File: config.mk
export PLATFORM = sky130hd
export DESIGN_NAME = i2cdr_top
export DESIGN_NICKNAME = d
export VERILOG_FILES = /design/src/i2cdr_pkg.sv /design/src/i2cdr_check_hold.sv /design/src/i2cdr_fifo.sv /design/src/i2cdr_top.sv
export SDC_FILE = /design/constraint.sdc
export NUM_CORES = 1
export LEC_CHECK = 0
export ABC_CLOCK_PERIOD_IN_PS = 12900
export CAP_MARGIN = 20
export CORE_MARGIN = 1
export CORE_UTILIZATION = 55
export DETAILED_ROUTE_END_ITERATION = 16
export DONT_BUFFER_PORTS = 1
export HOLD_SLACK_MARGIN = 0.02
export PLACE_DENSITY = 0.69
export SYNTH_ARGS = -nofsm -noshare
export SYNTH_HDL_FRONTEND = slang
export SYNTH_SLANG_ARGS = --single-unit
File: constraint.sdc
create_clock -name sys_clk_i -period 12.9 [get_ports sys_clk_i]
set_input_delay 1.935 -clock sys_clk_i [delete_from_list [all_inputs] [get_ports sys_clk_i]]
set_output_delay 1.935 -clock sys_clk_i [all_outputs]
set_load 0.05 [all_outputs]
File: src/i2cdr_pkg.sv
`default_nettype none

package i2cdr_pkg;

	// ----------------------------------------------------------------
	// Register offsets
	// ----------------------------------------------------------------
	localparam logic [7:0] I2CDR_OFS_FLAGS    = 8'h18;
	localparam logic [7:0] I2CDR_OFS_CHECK    = 8'h20;
	localparam logic [7:0] I2CDR_OFS_RECEIVE  = 8'h24;
	localparam logic [7:0] I2CDR_OFS_TRANSMIT = 8'h28;

	// ----------------------------------------------------------------
	// Field positions
	// ----------------------------------------------------------------
	localparam int I2CDR_BYTE_MSB        = 7;
	localparam int I2CDR_FLAG_TX_EMPTY   = 0;
	localparam int I2CDR_FLAG_RX_FULL    = 1;

	// ----------------------------------------------------------------
	// Reset values
	// ----------------------------------------------------------------
	localparam logic [31:0] I2CDR_RST_WORD     = 32'h0000_0000;
	localparam logic [7:0]  I2CDR_RST_BYTE     = 8'h00;
	localparam logic        I2CDR_RST_TX_EMPTY = 1'b1;
	localparam logic        I2CDR_RST_RX_FULL  = 1'b0;

	// ----------------------------------------------------------------
	// Receive buffer shape
	// ----------------------------------------------------------------
	localparam int I2CDR_FIFO_DEPTH = 16;
	localparam int I2CDR_FIFO_WIDTH = 8;

endpackage : i2cdr_pkg

`default_nettype wire

File: src/i2cdr_check_hold.sv
`default_nettype none

module i2cdr_check_hold
	import i2cdr_pkg::*;
#(
	parameter bit SMBUS_SUPPORT = 1'b1
) (
	input  wire logic       sys_clk_i,
	input  wire logic       rst_i,
	input  wire logic       unit_on_i,
	input  wire logic       check_enable_i,
	input  wire logic [7:0] check_value_i,
	output logic      [7:0] value_o
);
	typedef struct packed {
		logic [7:0] value;
	} i2cdr_check_s;

	i2cdr_check_s state_reg;
	i2cdr_check_s state_next;

	always_comb begin
		state_next = state_reg;
		if (!SMBUS_SUPPORT || !unit_on_i) begin
			state_next.value = I2CDR_RST_BYTE;
		end else if (check_enable_i) begin
			state_next.value = check_value_i;
		end
	end

	always_ff @(posedge sys_clk_i or posedge rst_i) begin
		if (rst_i) begin
			state_reg <= '0;
		end else begin
			state_reg <= state_next;
		end
	end

	assign value_o = state_reg.value;
endmodule : i2cdr_check_hold

`default_nettype wire

File: src/i2cdr_fifo.sv
`default_nettype none

module i2cdr_fifo
	import i2cdr_pkg::*;
#(
	parameter int WIDTH = I2CDR_FIFO_WIDTH,
	parameter int DEPTH = I2CDR_FIFO_DEPTH
) (
	input  wire logic             sys_clk_i,
	input  wire logic             rst_i,
	input  wire logic             in_valid_i,
	input  wire logic [WIDTH-1:0] in_data_i,
	output logic                  in_ready_o,
	output logic                  out_valid_o,
	output logic      [WIDTH-1:0] out_data_o,
	input  wire logic             out_ready_i
);
	localparam int AW = $clog2(DEPTH);
	localparam int CW = AW + 1;

	if (DEPTH < 2 || (1 << AW) != DEPTH || WIDTH < 1) begin : g_bad_shape
		$error("i2cdr_fifo: DEPTH must be a power of two of at least 2");
	end

	typedef struct packed {
		logic [DEPTH-1:0][WIDTH-1:0] mem;
		logic [AW-1:0]               wr_ptr;
		logic [AW-1:0]               rd_ptr;
		logic [CW-1:0]               count;
		logic                        ready;
		logic                        valid;
	} i2cdr_fifo_s;

	i2cdr_fifo_s state_reg;
	i2cdr_fifo_s state_next;
	logic        push;
	logic        pop;

	assign push = in_valid_i & state_reg.ready;
	assign pop  = state_reg.valid & out_ready_i;

	always_comb begin
		state_next = state_reg;
		if (push) begin
			state_next.mem[state_reg.wr_ptr] = in_data_i;
			state_next.wr_ptr = state_reg.wr_ptr + AW'(1);
		end
		if (pop) begin
			state_next.rd_ptr = state_reg.rd_ptr + AW'(1);
		end
		state_next.count = state_reg.count + CW'(push) - CW'(pop);
		// Flags are registered so the fill side sees back-pressure from a flip-flop.
		state_next.ready = state_next.count != CW'(DEPTH);
		state_next.valid = state_next.count != CW'(0);
	end

	always_ff @(posedge sys_clk_i or posedge rst_i) begin
		if (rst_i) begin
			state_reg       <= '0;
			state_reg.ready <= 1'b1;
		end else begin
			state_reg <= state_next;
		end
	end

	assign in_ready_o  = state_reg.ready;
	assign out_valid_o = state_reg.valid;
	assign out_data_o  = state_reg.mem[state_reg.rd_ptr];

endmodule : i2cdr_fifo

`default_nettype wire

File: src/i2cdr_top.sv
// Our own choice: the strobed register port.

`default_nettype none

module i2cdr_top
	import i2cdr_pkg::*;
#(
	parameter bit SMBUS_SUPPORT = 1'b1,
	parameter int FIFO_DEPTH    = I2CDR_FIFO_DEPTH
) (
	input  wire logic        sys_clk_i,
	input  wire logic        rst_i,
	// Register port.
	input  wire logic [7:0]  addr_i,
	input  wire logic [31:0] wdata_i,
	input  wire logic        wr_i,
	input  wire logic        rd_i,
	output logic      [31:0] rdata_o,
	// Controls from the rest of the controller.
	input  wire logic        unit_on_i,
	input  wire logic        check_enable_i,
	input  wire logic [7:0]  check_value_i,
	// Bytes arriving from the bus engine.
	input  wire logic        rx_valid_i,
	input  wire logic [7:0]  rx_byte_i,
	output logic             rx_ready_o,
	// Byte handed to the bus engine, and the two holder flags.
	input  wire logic        tx_take_i,
	output logic      [7:0]  tx_byte_o,
	output logic             tx_holding_empty_o,
	output logic             rx_holding_full_o
);

	// The queue wraps its pointers by plain overflow, so only powers of two
	// of at least two entries can be served.
	if (FIFO_DEPTH < 2 || (FIFO_DEPTH & (FIFO_DEPTH - 1)) != 0) begin : g_bad_depth
		$error("i2cdr_top: FIFO_DEPTH must be a power of two of at least 2");
	end

	// ----------------------------------------------------------------
	// State
	// ----------------------------------------------------------------
	typedef struct packed {
		logic [7:0]  rx_byte;
		logic        rx_full;
		logic [7:0]  tx_byte;
		logic        tx_empty;
		logic [31:0] rdata;
	} i2cdr_top_s;

	i2cdr_top_s state_reg;
	i2cdr_top_s state_next;

	logic       fifo_ready;
	logic       fifo_valid;
	logic [7:0] fifo_data;
	logic       fifo_pop;
	logic [7:0] check_byte;

	logic       wr_tx;
	logic       wr_flags;
	logic       rd_rx;

	// ----------------------------------------------------------------
	// Submodules
	// ----------------------------------------------------------------
	// Bytes queue here so that a slow software reader stalls the bus
	// engine through rx_ready_o rather than losing data.
	i2cdr_fifo #(
		.WIDTH (I2CDR_FIFO_WIDTH),
		.DEPTH (FIFO_DEPTH)
	) u_fifo (
		.sys_clk_i   (sys_clk_i),
		.rst_i       (rst_i),
		.in_valid_i  (rx_valid_i & unit_on_i),
		.in_data_i   (rx_byte_i),
		.in_ready_o  (fifo_ready),
		.out_valid_o (fifo_valid),
		.out_data_o  (fifo_data),
		.out_ready_i (fifo_pop)
	);

	i2cdr_check_hold #(
		.SMBUS_SUPPORT (SMBUS_SUPPORT)
	) u_check (
		.sys_clk_i      (sys_clk_i),
		.rst_i          (rst_i),
		.unit_on_i      (unit_on_i),
		.check_enable_i (check_enable_i),
		.check_value_i  (check_value_i),
		.value_o        (check_byte)
	);

	// ----------------------------------------------------------------
	// Decode
	// ----------------------------------------------------------------
	assign wr_tx    = wr_i && addr_i == I2CDR_OFS_TRANSMIT;
	assign wr_flags = wr_i && addr_i == I2CDR_OFS_FLAGS;
	assign rd_rx    = rd_i && addr_i == I2CDR_OFS_RECEIVE;

	// A new byte loads when the holder is free or is being read in this
	// very cycle, so the load wins over the read clear.
	assign fifo_pop = unit_on_i && (!state_reg.rx_full || rd_rx);

	// ----------------------------------------------------------------
	// Next state
	// ----------------------------------------------------------------
	always_comb begin
		state_next       = state_reg;
		state_next.rdata = I2CDR_RST_WORD;

		// Receive holder.
		if (rd_rx) begin
			state_next.rx_full = 1'b0;
		end
		if (fifo_pop && fifo_valid) begin
			state_next.rx_byte = fifo_data;
			state_next.rx_full = 1'b1;
		end

		// Transmit holder.
		if (tx_take_i && !state_reg.tx_empty) begin
			state_next.tx_empty = 1'b1;
		end
		if (wr_tx && state_reg.tx_empty) begin
			state_next.tx_byte  = wdata_i[I2CDR_BYTE_MSB:0];
			state_next.tx_empty = 1'b0;
		end
		if (wr_flags && wdata_i[I2CDR_FLAG_TX_EMPTY]) begin
			state_next.tx_empty = 1'b1;
		end

		// Read data stand for one cycle only; upper bits stay zero.
		if (rd_i) begin
			case (addr_i)
				I2CDR_OFS_CHECK: begin
					state_next.rdata[I2CDR_BYTE_MSB:0] = check_byte;
				end
				I2CDR_OFS_RECEIVE: begin
					state_next.rdata[I2CDR_BYTE_MSB:0] = state_reg.rx_byte;
				end
				I2CDR_OFS_TRANSMIT: begin
					state_next.rdata[I2CDR_BYTE_MSB:0] = state_reg.tx_byte;
				end
				I2CDR_OFS_FLAGS: begin
					state_next.rdata[I2CDR_FLAG_TX_EMPTY] = state_reg.tx_empty;
					state_next.rdata[I2CDR_FLAG_RX_FULL]  = state_reg.rx_full;
				end
				default: begin
					state_next.rdata = I2CDR_RST_WORD;
				end
			endcase
		end

		// Turning the unit off empties both holders; the stored transmit
		// byte is kept so a read still shows what was last written.
		if (!unit_on_i) begin
			state_next.rx_full  = I2CDR_RST_RX_FULL;
			state_next.tx_empty = I2CDR_RST_TX_EMPTY;
		end
	end

	// ----------------------------------------------------------------
	// Registers
	// ----------------------------------------------------------------
	always_ff @(posedge sys_clk_i or posedge rst_i) begin
		if (rst_i) begin
			state_reg          <= '0;
			state_reg.tx_empty <= I2CDR_RST_TX_EMPTY;
		end else begin
			state_reg <= state_next;
		end
	end

	// The FIFO's ready comes from its own flag flip-flop.
	assign rx_ready_o         = fifo_ready;
	assign rdata_o            = state_reg.rdata;
	assign tx_byte_o          = state_reg.tx_byte;
	assign tx_holding_empty_o = state_reg.tx_empty;
	assign rx_holding_full_o  = state_reg.rx_full;
endmodule : i2cdr_top

`default_nettype wire
Word level (Yosys, flattened, before mapping):

Cells that the tools add are included.

* word-level logic and storage cells: 75
* input bits: 64
* output and inout bits: 43
* register bits: 201

* reductions and logical operators: 13
* eq/ne operators: 8
* $add $sub $neg: 4
* multiplexer cells: 17
* bitwise logic cells: 3
* $lt $le $gt $ge: 3

Operator list (count)
* 128-bit bitwise mux: 1
* 8-bit 2-to-1 mux: 5
* 8-bit binary-select mux with 4-bit select: 1
* 8-bit demux with 4-bit select: 1
* 8-bit by 6-bit equality test with 1-bit output, second input constant: 3
* 6-bit case mux with 3 select lines: 1
* 4-bit by 5-bit < comparator with 1-bit output, second input constant: 2
* 1-bit logical AND: 9
* 4-bit by 1-bit adder with 4-bit output, second input constant: 2
* 8-bit by 5-bit equality test with 1-bit output, second input constant: 1
* 2-bit case mux with 4 select lines: 1
* 1-bit 2-to-1 mux: 7
* 5-bit by 1-bit adder with 5-bit output: 1
* 5-bit != test, second input constant: 1
* 5-bit nonzero test: 1
* 5-bit by 1-bit subtractor with 5-bit output: 1
* 4-bit by 1-bit greater-or-equal comparator with 1-bit output, second input constant: 1
* 4-bit by 1-bit != test with 1-bit output, second input constant: 1
* 1-bit bitwise AND: 3
* 3-bit by 1-bit != test with 1-bit output, second input constant: 1
* 1-bit zero test: 2
* 2-bit by 1-bit != test with 1-bit output, second input constant: 1
* 1-bit logical OR: 1

Longest topological paths before layout:

* depth after elaboration: 7
* gate-level depth with buffers: 12
* mapped depth without buffers: 11

Modules after synthesis:

From an unflattened synthesis, not the netlist that was laid out.

* cell total of the unflattened synthesis: 618
* area, all modules: 8592.0 um^2

Modules (own cells, without submodules)
* i2cdr_fifo: area each 6661.4 um^2, seq. area each 3579.7 um^2, cells each 424, times used 1
* i2cdr_top: area each 1585.3 um^2, seq. area each 651.9 um^2, cells each 168, times used 1
* i2cdr_check_hold: area each 345.3 um^2, seq. area each 200.2 um^2, cells each 26, times used 1

Worst setup path before layout:

OpenSTA, ideal clock, no wires.

* path kind: in2reg
* start: in addr_i[4]
* end: reg u_fifo.state_reg (netlist bit u_fifo.out_valid_o)
* setup slack: 8.275 ns
* arrival: 4.492 ns
* library setup time: 0.132 ns
* data required time: 12.768 ns
* buffers on the path: 1
* cell stages on the path: 12
* path through: or4b_4 -> o41a_4 -> nor2_4 -> buf_12 -> ha_1 -> inv_1 -> ha_1 -> fa_1 -> a21o_1 -> a21oi_1 -> xnor2_1 -> nand3b_1

RTL lines
* start: declaration: line i2cdr_top.sv:14 `input wire logic [7:0] addr_i,`
* end signal: assignment: line i2cdr_fifo.sv:62 `state_reg <= state_next;`
* end: declaration: line i2cdr_fifo.sv:34 `i2cdr_fifo_s state_reg;`

==> metrics.csv <==
stage,metric,value,unit
run_status,status,"complete, but fails checks",
run_status,violated checks,DRC,
clock_network,clock buffer depth,2,
routing,first-iteration detailed-routing DRC count,323,
routing,via count,4558,
sta,"Hold Vio Cnt, Final",0,
sta,unrepaired setup endpoints after global routing,no,
sta,Final Max Tran Viols,0,
grt,first-pass GRT wire length,26900,um
floorplanning,core area,14700,um2
critical_path,CP required,13.19,ns
yosys,"count leader, synth",dfrtp_1,
clock_network,CTS sink count,177,
sta,Slew HR,34.1,%
critical_path,r2r endpoint,u_fifo.out_valid_o,
yosys,Post-synth top cells,"175 x dfrtp_1, 137 x mux2_2, 40 x buf_4, 32 x mux4_2, 22 x nor2_1",
clock_network,worst skew pair latency,0.42,ns
placement,half-perimeter wire length after detailed placement,11000,um
critical_path,reg2reg start,rx_holding_full_o,
critical_path,CP Max Fanout,11,
critical_path,CP Class,in2reg,
clock_network,cts hold-fix bufs,0,
cells_and_area,Final Net Count,646,
placement,post-place setup slack,7.91,ns
pwr,pwr/cell area,235,nW/um2
critical_path,crit path DAT,4.85,ns
yosys,sequential share of the synthesized area,52.7,%
grt,initial antenna violation count,0,
routing,Residual DRC,8,
placement,port bufs,0,
clock_network,TritonCTS clock tree,yes,
pwr,VDD IR max,143,uV
yosys,"Top FF cell, synth",dfrtp_1,
critical_path,worst reg2reg path depth,10,
yosys,Syn Inst Count,594,
floorplanning,Die ar.,15800,um2
cells_and_area,Area growth syn-to-layout,6.22,%
floorplanning,IO Count,107,
yosys,top cell type's share of synthesized area,52.1,%
floorplanning,initial core utilization,57.2,%
yosys,syn_area_per_cell,14.2,um2
routing,DR WL/cell,21.1,um
min_path,Min-Delay Startpoint,u_fifo.state_reg[23],
routing,Via density,5.93,
sta,Slew @ Worst Pin,0.985,ns
grt,pin count of the biggest net entering global routing,110,
clock_network,Num CTS Buffers,17,
yosys,YS warnings,0,
yosys,post-synthesis cell area,8410,um2
yosys,post-synthesis cell type count,44,
yosys,Post-synth ARST share,100,%
pwr,leakage power figure,0.00403,uW
min_path,Hold Path Sink,u_fifo.state_reg[23],
job,Max Cap Violations,0,
yosys,register bit total from synthesis,177,
clock_network,"Reg clk slew, reported paths",0.06,ns
clock_network,H-tree levels,4,
sta,Fin Setup TNS,0,ns
sta,f_max,0.219,GHz
routing,Final ANT Viol Nets,0,
sta,min cycle time layout,4.56,ns
clock_network,# Post-CTS Setup Buffers,0,
floorplanning,Core Rows,44,
cells_and_area,n_diodes,0,
clock_network,post-CTS sizing,0,
floorplanning,Die Y,126,um
min_path,hold depth,1,
grt,vias in the first global route,4870,
sta,Final Cycle Share,35.4,%
floorplanning,Die W,126,um
grt,total gr overflow,0,
cells_and_area,max FFs per register,141,
yosys,Synth area leaders,"dfrtp_1 52%, mux2_2 18%, mux4_2 8.6%",
critical_path,startpoint types,input port,
routing,Detailed Route WL,16200,um
critical_path,r2r setup slk,10.00,ns
yosys,cell taking the most area after synthesis,dfrtp_1,
yosys,number of flops mapped to enable cells by yosys,0,
critical_path,crit path capture type,flop,
grt,overall routing resource usage,22.5,%
routing,DRT Pass-1 Iters,12,
min_path,HP Class,reg2reg,
cells_and_area,share of layout cells above drive strength 1,38.5,%
clock_network,Root Driver,clkbuf_16,
sta,Final Setup Violations,0,
sta,worst setup margin,8.34,ns
sta,worst clock skew,0.00693,ns
placement,Routability Congestion,0.827,
worst max-delay path, cell delays in order:
cell and delay [ns]:
or4b_4 0.56, o41a_4 0.42, nor2_4 0.38, ha_1 0.20, inv_1 0.04, ha_1 0.20
fa_1 0.40, a21o_1 0.20, a21oi_1 0.17, xnor2_1 0.14, nand3b_1 0.19
routing by layer:
metal	track usage, %	wire, um
met5	0	0
met4	4.95	146
met1	30.9	7190
met3	5.01	649
met2	37.2	8220
power breakdown:
| part | internal (uW) | total (uW) | switching (uW) | leakage, uW |
|---|---|---|---|---|
| sequential | 770 | 894 | 124 | 0.00228 |
| combinational | 378 | 686 | 308 | 0.00146 |
| clock | 309 | 520 | 211 | 0.000295 |
| total | 1460 | 2100 | 644 | 0.00403 |
cells by family after synthesis:
logic type               synth area share, %
flip-flops                              52.7
multiplexers                            30.0
AND/OR/NAND/NOR                         5.55
buffers and inverters                   5.56
other                                 0.0446
XOR/XNOR                                1.04
adder cells (fa/ha/maj)                 1.73
AO/OA/AOI/OAI                           3.36
cell usage in the layout, fill, tap and decap left out, types with 4 or more instances in the layout:
cell       synthesis  layout
dfrtp_1          175     174
mux2_2           137     137
mux4_2            32      32
conb_1             1      24
nor2_1            22      22
nand2_1           20      20
clkbuf_16          0      17
a22oi_1           16      16
mux2i_1           14      14
nor2b_1           12      12
inv_1             11      10
ha_1              10      10
mux2_4             8       8
nand3_1            7       7
a21oi_1            7       7
a2bb2oi_1          6       6
xor2_1             5       5
xnor2_1            5       5
nand3b_1           5       5
clkinv_2           0       5
clkinv_4           0       4
layout make-up:
cell class	instances	area (um2)
multi-input combinational	361	3600
sequential	177	4430
fill	1090	5770
timing repair buffer	3	22.5
tap	184	230
inverter	11	46.3
clock buffer	18	439
clock inverter	14	165
stage by stage:
stage	util (%)	total power (uW)	hold slack (ns)	std cells	area (um2)
global placement	56.7	1560	0.482	736	8330
finish	60.8	2100	0.500	768	8930
global route	60.8	2220	0.514	768	8930
CTS	60.8	2120	0.503	768	8930
detailed placement	56.7	1600	0.488	736	8330
floorplan	-	1450	0.464	617	8500
worst max-delay path by stage:
stage	startpoint	to
after floorplan	rst_i	rdata_o[0]
after global placement	addr_i[1]	u_fifo.out_valid_o
after detailed placement	addr_i[1]	u_fifo.out_valid_o
after CTS	addr_i[4]	u_fifo.out_valid_o
after global routing	addr_i[4]	u_fifo.out_valid_o
final	addr_i[4]	u_fifo.out_valid_o
(Power assumes the default switching activity.)
